[src/common/mmbd_pkg.sv]
// constants and state type for the memory map and bank decode block
package mmbd_pkg;

	// ************************************************************
	// widths
	// ************************************************************
	localparam int PC_W        = 13;
	localparam int FETCH_W     = 10;
	localparam int INSTR_W     = 14;
	localparam int FILE_W      = 7;
	localparam int DADDR_W     = 8;
	localparam int BYTE_W      = 8;
	localparam int GPR_DEPTH   = 64;
	localparam int SFR_DEPTH   = 64;
	localparam int SFR_IDX_W   = 6;
	localparam int GPR_IDX_W   = 6;

	// ************************************************************
	// program space
	// ************************************************************
	localparam logic [PC_W-1:0]  RESET_VECTOR  = 13'h0000;
	localparam logic [PC_W-1:0]  IRQ_VECTOR    = 13'h0004;
	localparam logic [PC_W-1:0]  PC_STEP       = 13'h0001;
	localparam logic [PC_W-1:0]  PROG_LAST     = 13'h03ff;

	// ************************************************************
	// data space layout
	// ************************************************************
	localparam logic [FILE_W-1:0] GPR_FIRST     = 7'h20;
	localparam logic [FILE_W-1:0] GPR_LAST      = 7'h5f;
	localparam int                BANK_BIT_POS  = 5;
	localparam logic [BYTE_W-1:0] STATUS_RESET  = 8'h18;
	localparam logic [BYTE_W-1:0] ZERO_BYTE     = 8'h00;

	// ************************************************************
	// register offsets
	// ************************************************************
	localparam logic [DADDR_W-1:0] OFS_INDIRECT_ACCESS_BANK0    = 8'h00;
	localparam logic [DADDR_W-1:0] OFS_TIMER0_COUNT             = 8'h01;
	localparam logic [DADDR_W-1:0] OFS_PC_LOW_BYTE              = 8'h02;
	localparam logic [DADDR_W-1:0] OFS_STATUS_FLAGS_BANK0       = 8'h03;
	localparam logic [DADDR_W-1:0] OFS_INDIRECT_POINTER         = 8'h04;
	localparam logic [DADDR_W-1:0] OFS_PORT_A_PINS              = 8'h05;
	localparam logic [DADDR_W-1:0] OFS_PORT_C_PINS              = 8'h07;
	localparam logic [DADDR_W-1:0] OFS_PC_HIGH_LATCH            = 8'h0a;
	localparam logic [DADDR_W-1:0] OFS_INTERRUPT_CONTROL        = 8'h0b;
	localparam logic [DADDR_W-1:0] OFS_PERIPHERAL_IRQ_FLAGS     = 8'h0c;
	localparam logic [DADDR_W-1:0] OFS_TIMER1_COUNT_LOW         = 8'h0e;
	localparam logic [DADDR_W-1:0] OFS_TIMER1_COUNT_HIGH        = 8'h0f;
	localparam logic [DADDR_W-1:0] OFS_TIMER1_CONTROL           = 8'h10;
	localparam logic [DADDR_W-1:0] OFS_COMPARATOR_CONTROL       = 8'h19;
	localparam logic [DADDR_W-1:0] OFS_ADC_RESULT_HIGH          = 8'h1e;
	localparam logic [DADDR_W-1:0] OFS_ADC_CONTROL_FIRST        = 8'h1f;
	localparam logic [DADDR_W-1:0] OFS_INDIRECT_ACCESS_BANK1    = 8'h80;
	localparam logic [DADDR_W-1:0] OFS_PRESCALER_OPTION_CONFIG  = 8'h81;
	localparam logic [DADDR_W-1:0] OFS_PC_LOW_BYTE_MIRROR       = 8'h82;
	localparam logic [DADDR_W-1:0] OFS_STATUS_FLAGS_BANK1       = 8'h83;
	localparam logic [DADDR_W-1:0] OFS_INDIRECT_POINTER_MIRROR  = 8'h84;
	localparam logic [DADDR_W-1:0] OFS_PORT_A_DIRECTION         = 8'h85;
	localparam logic [DADDR_W-1:0] OFS_PORT_C_DIRECTION         = 8'h87;
	localparam logic [DADDR_W-1:0] OFS_PC_HIGH_LATCH_MIRROR     = 8'h8a;
	localparam logic [DADDR_W-1:0] OFS_INTERRUPT_CONTROL_MIRROR = 8'h8b;
	localparam logic [DADDR_W-1:0] OFS_PERIPHERAL_IRQ_ENABLES   = 8'h8c;
	localparam logic [DADDR_W-1:0] OFS_POWER_CONTROL_FLAGS      = 8'h8e;
	localparam logic [DADDR_W-1:0] OFS_OSCILLATOR_TRIM          = 8'h90;
	localparam logic [DADDR_W-1:0] OFS_ANALOG_PIN_SELECT        = 8'h91;
	localparam logic [DADDR_W-1:0] OFS_PORT_A_PULLUPS           = 8'h95;
	localparam logic [DADDR_W-1:0] OFS_PORT_A_CHANGE_ENABLES    = 8'h96;
	localparam logic [DADDR_W-1:0] OFS_VOLTAGE_REF_CONTROL      = 8'h99;
	localparam logic [DADDR_W-1:0] OFS_NVM_DATA                 = 8'h9a;
	localparam logic [DADDR_W-1:0] OFS_NVM_ADDRESS              = 8'h9b;
	localparam logic [DADDR_W-1:0] OFS_NVM_CONTROL_FIRST        = 8'h9c;
	localparam logic [DADDR_W-1:0] OFS_NVM_UNLOCK               = 8'h9d;
	localparam logic [DADDR_W-1:0] OFS_ADC_RESULT_LOW           = 8'h9e;
	localparam logic [DADDR_W-1:0] OFS_ADC_CONTROL_SECOND       = 8'h9f;

	// ************************************************************
	// state of the decode block
	// ************************************************************
	typedef struct packed {
		logic [PC_W-1:0]                  pc;
		logic [FETCH_W-1:0]               fetch_addr;
		logic [BYTE_W-1:0]                rdata;
		logic                             rd_valid;
		logic [BYTE_W-1:0]                periph_rdata;
		logic                             bank_sel;
		logic [GPR_DEPTH-1:0][BYTE_W-1:0] general_purpose_ram;
		logic [SFR_DEPTH-1:0][BYTE_W-1:0] special_function_register;
	} mmbd_state_t;

endpackage : mmbd_pkg

[src/verilog/mmbd_decode.sv]
// program and data memory address decode with banked register file
module mmbd_decode (
	input  wire logic                           core_clk_in,
	input  wire logic                           rst_b_in,
	// program counter control from the core
	input  wire logic                           pc_step_in,
	input  wire logic                           pc_jump_in,
	input  wire logic [mmbd_pkg::PC_W-1:0]      pc_jump_target_in,
	input  wire logic                           irq_take_in,
	output logic      [mmbd_pkg::PC_W-1:0]      program_counter_out,
	output logic      [mmbd_pkg::FETCH_W-1:0]   fetch_addr_out,
	// file access from the core
	input  wire logic                           file_rd_in,
	input  wire logic                           file_wr_in,
	input  wire logic [mmbd_pkg::FILE_W-1:0]    file_addr_in,
	input  wire logic [mmbd_pkg::BYTE_W-1:0]    file_wdata_in,
	output logic      [mmbd_pkg::BYTE_W-1:0]    file_rdata_out,
	output logic                                file_rd_valid_out,
	output logic                                bank_select_bit_out,
	// peripheral side of the special-function registers
	input  wire logic                           periph_wr_in,
	input  wire logic [mmbd_pkg::DADDR_W-1:0]   periph_addr_in,
	input  wire logic [mmbd_pkg::BYTE_W-1:0]    periph_wdata_in,
	output logic      [mmbd_pkg::BYTE_W-1:0]    periph_rdata_out
);
	import mmbd_pkg::*;

	// ************************************************************
	// decode functions
	// ************************************************************

	// core registers that appear in both banks share one storage slot
	function automatic logic is_shared_sfr(input logic [DADDR_W-1:0] a);
		logic [DADDR_W-1:0] lo;
		lo = {1'b0, a[FILE_W-1:0]};
		case (lo)
			OFS_PC_LOW_BYTE,
			OFS_STATUS_FLAGS_BANK0,
			OFS_INDIRECT_POINTER,
			OFS_PC_HIGH_LATCH,
			OFS_INTERRUPT_CONTROL: begin
				is_shared_sfr = 1'b1;
			end
			default: begin
				is_shared_sfr = 1'b0;
			end
		endcase
	endfunction : is_shared_sfr

	function automatic logic [SFR_IDX_W-1:0] sfr_index(input logic [DADDR_W-1:0] a);
		if (is_shared_sfr(a)) begin
			sfr_index = {1'b0, a[4:0]};
		end else begin
			sfr_index = {a[DADDR_W-1], a[4:0]};
		end
	endfunction : sfr_index

	// locations that have storage behind them; the indirect slots do not
	function automatic logic sfr_implemented(input logic [DADDR_W-1:0] a);
		case (a)
			OFS_TIMER0_COUNT,
			OFS_PC_LOW_BYTE,
			OFS_STATUS_FLAGS_BANK0,
			OFS_INDIRECT_POINTER,
			OFS_PORT_A_PINS,
			OFS_PORT_C_PINS,
			OFS_PC_HIGH_LATCH,
			OFS_INTERRUPT_CONTROL,
			OFS_PERIPHERAL_IRQ_FLAGS,
			OFS_TIMER1_COUNT_LOW,
			OFS_TIMER1_COUNT_HIGH,
			OFS_TIMER1_CONTROL,
			OFS_COMPARATOR_CONTROL,
			OFS_ADC_RESULT_HIGH,
			OFS_ADC_CONTROL_FIRST,
			OFS_PRESCALER_OPTION_CONFIG,
			OFS_PC_LOW_BYTE_MIRROR,
			OFS_STATUS_FLAGS_BANK1,
			OFS_INDIRECT_POINTER_MIRROR,
			OFS_PORT_A_DIRECTION,
			OFS_PORT_C_DIRECTION,
			OFS_PC_HIGH_LATCH_MIRROR,
			OFS_INTERRUPT_CONTROL_MIRROR,
			OFS_PERIPHERAL_IRQ_ENABLES,
			OFS_POWER_CONTROL_FLAGS,
			OFS_OSCILLATOR_TRIM,
			OFS_ANALOG_PIN_SELECT,
			OFS_PORT_A_PULLUPS,
			OFS_PORT_A_CHANGE_ENABLES,
			OFS_VOLTAGE_REF_CONTROL,
			OFS_NVM_DATA,
			OFS_NVM_ADDRESS,
			OFS_NVM_CONTROL_FIRST,
			OFS_NVM_UNLOCK,
			OFS_ADC_RESULT_LOW,
			OFS_ADC_CONTROL_SECOND: begin
				sfr_implemented = 1'b1;
			end
			default: begin
				sfr_implemented = 1'b0;
			end
		endcase
	endfunction : sfr_implemented

	function automatic logic is_gpr(input logic [DADDR_W-1:0] a);
		is_gpr = (a[FILE_W-1:0] >= GPR_FIRST) && (a[FILE_W-1:0] <= GPR_LAST);
	endfunction : is_gpr

	function automatic logic is_sfr_space(input logic [DADDR_W-1:0] a);
		is_sfr_space = (a[6:5] == 2'b00);
	endfunction : is_sfr_space

	function automatic logic [GPR_IDX_W-1:0] gpr_index(input logic [DADDR_W-1:0] a);
		logic [FILE_W-1:0] off;
		off = a[FILE_W-1:0] - GPR_FIRST;
		gpr_index = off[GPR_IDX_W-1:0];
	endfunction : gpr_index

	// the pc low byte reads back the live counter, not a stored copy
	function automatic logic is_pcl(input logic [DADDR_W-1:0] a);
		is_pcl = ({1'b0, a[FILE_W-1:0]} == OFS_PC_LOW_BYTE);
	endfunction : is_pcl

	// storage that core and peripheral reads may return
	function automatic logic sfr_readable(input logic [DADDR_W-1:0] a);
		sfr_readable = is_sfr_space(a) && sfr_implemented(a);
	endfunction : sfr_readable

	// a core write to pcl moves the pc instead of landing in storage
	function automatic logic sfr_writable(input logic [DADDR_W-1:0] a);
		sfr_writable = sfr_readable(a) && !is_pcl(a);
	endfunction : sfr_writable

	// ************************************************************
	// state
	// ************************************************************
	mmbd_state_t st_r;
	mmbd_state_t st_nxt;

	logic [DADDR_W-1:0] direct_addr;
	logic [DADDR_W-1:0] eff_addr;
	logic               via_pointer;
	logic [BYTE_W-1:0]  pointer_val;
	logic [BYTE_W-1:0]  pc_high_latch_val;
	logic               core_write_ok;
	logic               pcl_write;

	always_comb begin
		pointer_val = st_r.special_function_register[sfr_index(OFS_INDIRECT_POINTER)];
		pc_high_latch_val  = st_r.special_function_register[sfr_index(OFS_PC_HIGH_LATCH)];
		direct_addr = {st_r.bank_sel, file_addr_in};
		// file address zero goes through the pointer in either bank
		via_pointer = (file_addr_in == OFS_INDIRECT_ACCESS_BANK0[FILE_W-1:0]);
		// full 8-bit pointer; the upper bank bit is reserved so no ninth bit
		eff_addr    = via_pointer ? pointer_val : direct_addr;
		// an indirect access that points back at the indirect slot does nothing
		core_write_ok = file_wr_in && !(via_pointer &&
			(eff_addr[FILE_W-1:0] == OFS_INDIRECT_ACCESS_BANK0[FILE_W-1:0]));
		pcl_write   = core_write_ok && is_pcl(eff_addr);
	end

	// ************************************************************
	// next state
	// ************************************************************
	always_comb begin
		st_nxt = st_r;
		st_nxt.rd_valid = 1'b0;

		// program counter: interrupt outranks a jump, a jump a pcl write
		if (irq_take_in) begin
			st_nxt.pc = IRQ_VECTOR;
		end else if (pc_jump_in) begin
			st_nxt.pc = pc_jump_target_in;
		end else if (pcl_write) begin
			st_nxt.pc = {pc_high_latch_val[4:0], file_wdata_in};
		end else if (pc_step_in) begin
			st_nxt.pc = st_r.pc + PC_STEP;
		end
		// high bits have no storage, so the fetch folds into the low 1K
		st_nxt.fetch_addr = st_nxt.pc[FETCH_W-1:0];

		// core read, answered one cycle later
		if (file_rd_in) begin
			st_nxt.rd_valid = 1'b1;
			if (via_pointer && (eff_addr[FILE_W-1:0] == 7'h00)) begin
				st_nxt.rdata = ZERO_BYTE;
			end else if (is_gpr(eff_addr)) begin
				st_nxt.rdata = st_r.general_purpose_ram[gpr_index(eff_addr)];
			end else if (is_pcl(eff_addr)) begin
				st_nxt.rdata = st_r.pc[BYTE_W-1:0];
			end else if (sfr_readable(eff_addr) && (eff_addr != OFS_NVM_UNLOCK)) begin
				// the unlock slot is write-only to the core; only a peripheral read returns its stored byte
				st_nxt.rdata = st_r.special_function_register[sfr_index(eff_addr)];
			end else begin
				st_nxt.rdata = ZERO_BYTE;
			end
		end

		// core write
		if (core_write_ok) begin
			if (is_gpr(eff_addr)) begin
				st_nxt.general_purpose_ram[gpr_index(eff_addr)] = file_wdata_in;
			end else if (sfr_writable(eff_addr)) begin
				st_nxt.special_function_register[sfr_index(eff_addr)] = file_wdata_in;
			end
		end

		// peripheral write lands after the core's, so it wins a collision
		if (periph_wr_in && sfr_writable(periph_addr_in)) begin
			st_nxt.special_function_register[sfr_index(periph_addr_in)] = periph_wdata_in;
		end

		if (is_pcl(periph_addr_in)) begin
			st_nxt.periph_rdata = st_r.pc[BYTE_W-1:0];
		end else if (sfr_readable(periph_addr_in)) begin
			st_nxt.periph_rdata = st_r.special_function_register[sfr_index(periph_addr_in)];
		end else begin
			st_nxt.periph_rdata = ZERO_BYTE;
		end

		// bits 7:6 are stored as written; keeping them zero is software's job
		st_nxt.bank_sel = st_nxt.special_function_register[sfr_index(OFS_STATUS_FLAGS_BANK0)][BANK_BIT_POS];
	end

	// ************************************************************
	// registers
	// ************************************************************
	always_ff @(posedge core_clk_in or negedge rst_b_in) begin
		if (!rst_b_in) begin
			st_r.pc           <= RESET_VECTOR;
			st_r.fetch_addr   <= RESET_VECTOR[FETCH_W-1:0];
			st_r.rdata        <= ZERO_BYTE;
			st_r.rd_valid     <= 1'b0;
			st_r.periph_rdata <= ZERO_BYTE;
			// bank 0 follows from the status reset value
			st_r.bank_sel     <= STATUS_RESET[BANK_BIT_POS];
			st_r.general_purpose_ram          <= '0;
			st_r.special_function_register          <= '0;
			st_r.special_function_register[OFS_STATUS_FLAGS_BANK0[SFR_IDX_W-1:0]] <= STATUS_RESET;
		end else begin
			st_r <= st_nxt;
		end
	end

	// ************************************************************
	// outputs
	// ************************************************************
	assign program_counter_out = st_r.pc;
	assign fetch_addr_out      = st_r.fetch_addr;
	assign file_rdata_out      = st_r.rdata;
	assign file_rd_valid_out   = st_r.rd_valid;
	assign bank_select_bit_out = st_r.bank_sel;
	assign periph_rdata_out    = st_r.periph_rdata;

endmodule : mmbd_decode

[config.mk]
export PLATFORM = sky130hd
export DESIGN_NAME = mmbd_decode
export DESIGN_NICKNAME = d
export VERILOG_FILES = /design/src/common/mmbd_pkg.sv /design/src/verilog/mmbd_decode.sv
export SDC_FILE = /design/constraint.sdc
export NUM_CORES = 2
export LEC_CHECK = 0
export ABC_AREA = 1
export BUFFER_PORTS_ARGS = -buffer_cell sky130_fd_sc_hd__buf_2
export CORE_MARGIN = 2
export CORE_UTILIZATION = 45
export DETAILED_ROUTE_END_ITERATION = 8
export HOLD_SLACK_MARGIN = 0.1
export PLACE_DENSITY = 0.59
export SYNTH_ARGS = -nofsm -noshare
export SYNTH_HDL_FRONTEND = slang
export SYNTH_SLANG_ARGS = --single-unit
[constraint.sdc]
create_clock -name core_clk_in -period 5.48 [get_ports core_clk_in]
set_clock_uncertainty 0.05 [all_clocks]
set_input_delay 0.548 -clock core_clk_in [delete_from_list [all_inputs] [get_ports core_clk_in]]
set_output_delay 0.548 -clock core_clk_in [all_outputs]
set_load 0.02 [all_outputs]
==> summary.txt <==
Post-DR wirelength/cell - 22.30 um
Worst hold slack - 170.7 ps
Post-DP HPWL - 136400 um
Post-Syn Instances - 8463
Worst slew pin tran - 1118 ps
Clock network power share - 41.6%
Crit end category - register
Combined area of the multi-input logic cells - 24840 sq um
Internal - 13.95 mW
DRT iter0 DRCs - 6989
Vias per cell - 5.519
Setup Viol. Count Final - 0
CP Launch Type - register
Relative slew slack - 25.40%
Nets - 8080
Initial antenna violation count - 7
Sequential Area - 26380 sq um
Placement Rows - 131
Critical path type - register to register
CTS tree - built
RSZ-0062 raised after global routing - false
Worst VDD drop - 0.2641 mV
First-pass GRT wire length - 326600 um
Crit-path max FO - 16
Via Count - 53990
Vias in the first global route - 50150
Post-synth top area share - 45.44%
GR Util met1 - 44.13%
Met3 Usage GRT - 6.703%
Cts bufs inserted - 120
Final Power - 19.91 mW
Synth top area cells - dfrtp_1 (45%), nand2_1 (22%), o21ai_0 (9.5%)
Leakage - 32.45 nW
Synthesis-stage register bit count - 1054
Num ports - 93
Post-layout util - 49.21%
H-Tree Depth - 3
Drt first pass iters - 8
Seq/Total Area, Yosys - 45.53%
Sw frac - 29.93%
Post-CTS setup buffer count - 0
Tcrit/Tclk final - 74.57%
GRT busiest layer - met2
Largest net degree at the start of global routing - 160
Async SR Flop Fraction - 100.0%
Setup Total Neg Slack - 0 ps
CP arrival - 4710 ps
Cells on worst reg2reg path - 13
Worst Setup EP - st_r[530]
Logic pwr share - 14.8%
Met2 Resource Use GR - 49.69%
CTS clk-pin slew, worst paths - 60 ps
Clock latency on the worst-skew pair - 800 ps
Clock sinks - 1054
Synthesized cell area - 57940 sq um
EDFF count, synth - 0
Unique masters post-synth - 44
Net Switching - 5.958 mW
Maxcap violations - 0
Final min period - 4087 ps
Filler Cell Count - 12880
Port buffer count - 92
Initial Util - 45.38%
Hold Vio Cnt, Final - 0
Die outline area - 131600 sq um
Worst slack, placed - 762.0 ps
Clock buffer depth - 3
Reg2reg end - st_r[530]
Status - completed
Post-synth top area cell - dfrtp_1
FF-to-FF Start - pointer_val[0]
Antenna-violating nets left - 0
HP Class - input port to register
PD cells - 316.8 nW/um^2
Syn avg cell area - 6.846 sq um
Area growth syn-to-layout - 8.448%
Grt ovf - 0
# DRC - 0
Chip width - 362.8 um
Core ar. - 127700 sq um
Crit path launch - pointer_val[0]
Most frequent cell after synthesis - nand2_1
Routed wire length - 218200 um
Syn nets - 8516
Critical Path RT - 6100 ps
Synth warn - 0
Synth cell count leaders - nand2_1 (3378), o21ai_0 (1094), dfrtp_1 (1052)
R2R Setup Slk - 1390 ps
Flop pwr share - 43.6%
Max Freq - 244.7 MHz
Prevailing post-synth register cell - dfrtp_1
Die height - 362.8 um
Gp weighted congestion - 1.003
Pins over their slew limit - 0
Setup ws final - 1393 ps
Total GRT Usage - 32.83%
Layout cell share with drive strength beyond 1 - 6.493%
Root Buffer - clkbuf_16
-- worst min-delay path by stage --
stage	from	end	slack [ps]	depth (start not counted)
after CTS	pc_jump_in	program_counter_out[1]	150	3
after global routing	pc_jump_in	program_counter_out[1]	160	3
after global placement	st_r[235]	st_r[235]	310	0
final	pc_jump_in	program_counter_out[2]	170	3
after floorplan	rst_b_in	file_rd_valid_out	200	0
after detailed placement	st_r[143]	st_r[143]	320	0
-- worst max-delay path, stage by stage (launching register included) --
cell     delay, ps
dfrtp_1        460
inv_1          180
nand3_1        130
buf_4          180
nand2_4        180
nand2_1        160
nor2_1          70
nand2_1        110
nand2_2        250
nor2_4         290
inv_2          160
nor2_2         820
nand2_1        590
o21ai_0        370
-- logic make-up (layout without fill, tap and decap cells) --
| group | count (synthesis) | in the layout | share of synthesized area (%) |
|---|---|---|---|
| AO/OA/AOI/OAI | 1589 | 1589 | 14.65 |
| XOR/XNOR | 8 | 8 | 0.1209 |
| adder cells (fa/ha/maj) | 1 | 1 | 0.02159 |
| buffers and inverters | 1731 | 1385 | 11.72 |
| flip-flops | 1054 | 1054 | 45.53 |
| other | 0 | 4 | 0 |
| AND/OR/NAND/NOR | 4080 | 4080 | 27.96 |
-- power by group through the flow --
stage	logic, mW	clock network [mW]	registers, mW
CTS	2.90	8.38	8.66
global placement	2.85	0	8.78
finish	2.95	8.28	8.67
global route	3.29	8.69	8.72
floorplan	1.84	0	8.68
detailed placement	2.88	0	8.79
-- flip-flops by register name, indices dropped and copies added, names as in the netlist --
signal               count
st_r                  1008
program_counter_out     13
file_rdata_out           8
pc_high_latch_val        8
periph_rdata_out         8
pointer_val              8
file_rd_valid_out        1
-- layout make-up --
type / instances / area share [%]
diodes: 4 / 0.01593
clock buffers: 177 / 5.568
clock inverters: 35 / 0.7707
inverters: 912 / 5.458
multi-input cells: 5678 / 39.53
flip-flops and latches: 1054 / 41.98
well taps: 1662 / 3.310
repair buffers: 261 / 3.365
-- metal layers --
metal / part of all wire [%] / up-vias
met3: 9.3 / 582
met2: 43 / 2601
li1: - / 25400
met5: 0.011 / -
met1: 41 / 25410
met4: 6.2 / 4
-- timing repair --
item | in CTS | in global routing
hold endpoints to repair | 103 | 0
hold buffers | 15 | 0
resized for setup | 0 | 0
-- placed cells by master, fill, tap and decap left out, types with 9 or more instances in the layout --
cell type / Yosys / final
nand2_1: 3378 / 3374
o21ai_0: 1094 / 1094
dfrtp_1: 1052 / 1052
inv_1: 890 / 882
nor2_1: 312 / 308
nand3_1: 179 / 179
o22ai_1: 155 / 155
buf_4: 44 / 127
clkbuf_16: 0 / 121
o21ai_1: 119 / 118
a21oi_1: 108 / 108
nand4_1: 93 / 93
buf_2: 78 / 91
o211ai_1: 57 / 57
nand3b_1: 36 / 36
clkbuf_1: 648 / 30
buf_12: 0 / 27
clkbuf_8: 0 / 26
nor2_2: 23 / 25
nor3_1: 24 / 24
clkinv_2: 0 / 22
inv_2: 13 / 20
nand3_2: 21 / 20
dlygate4sd3_1: 0 / 15
o221ai_1: 14 / 14
a41oi_1: 10 / 10
nor2_4: 7 / 9
-- metrics by stage --
stage / instances / area (sq um)
floorplan: 8463 / 57940
global placement: 9552 / 58690
detailed placement: 9552 / 58690
CTS: 9779 / 62820
global route: 9781 / 62830
finish: 9783 / 62830
No activity file was read; power rests on OpenSTA's default activity.
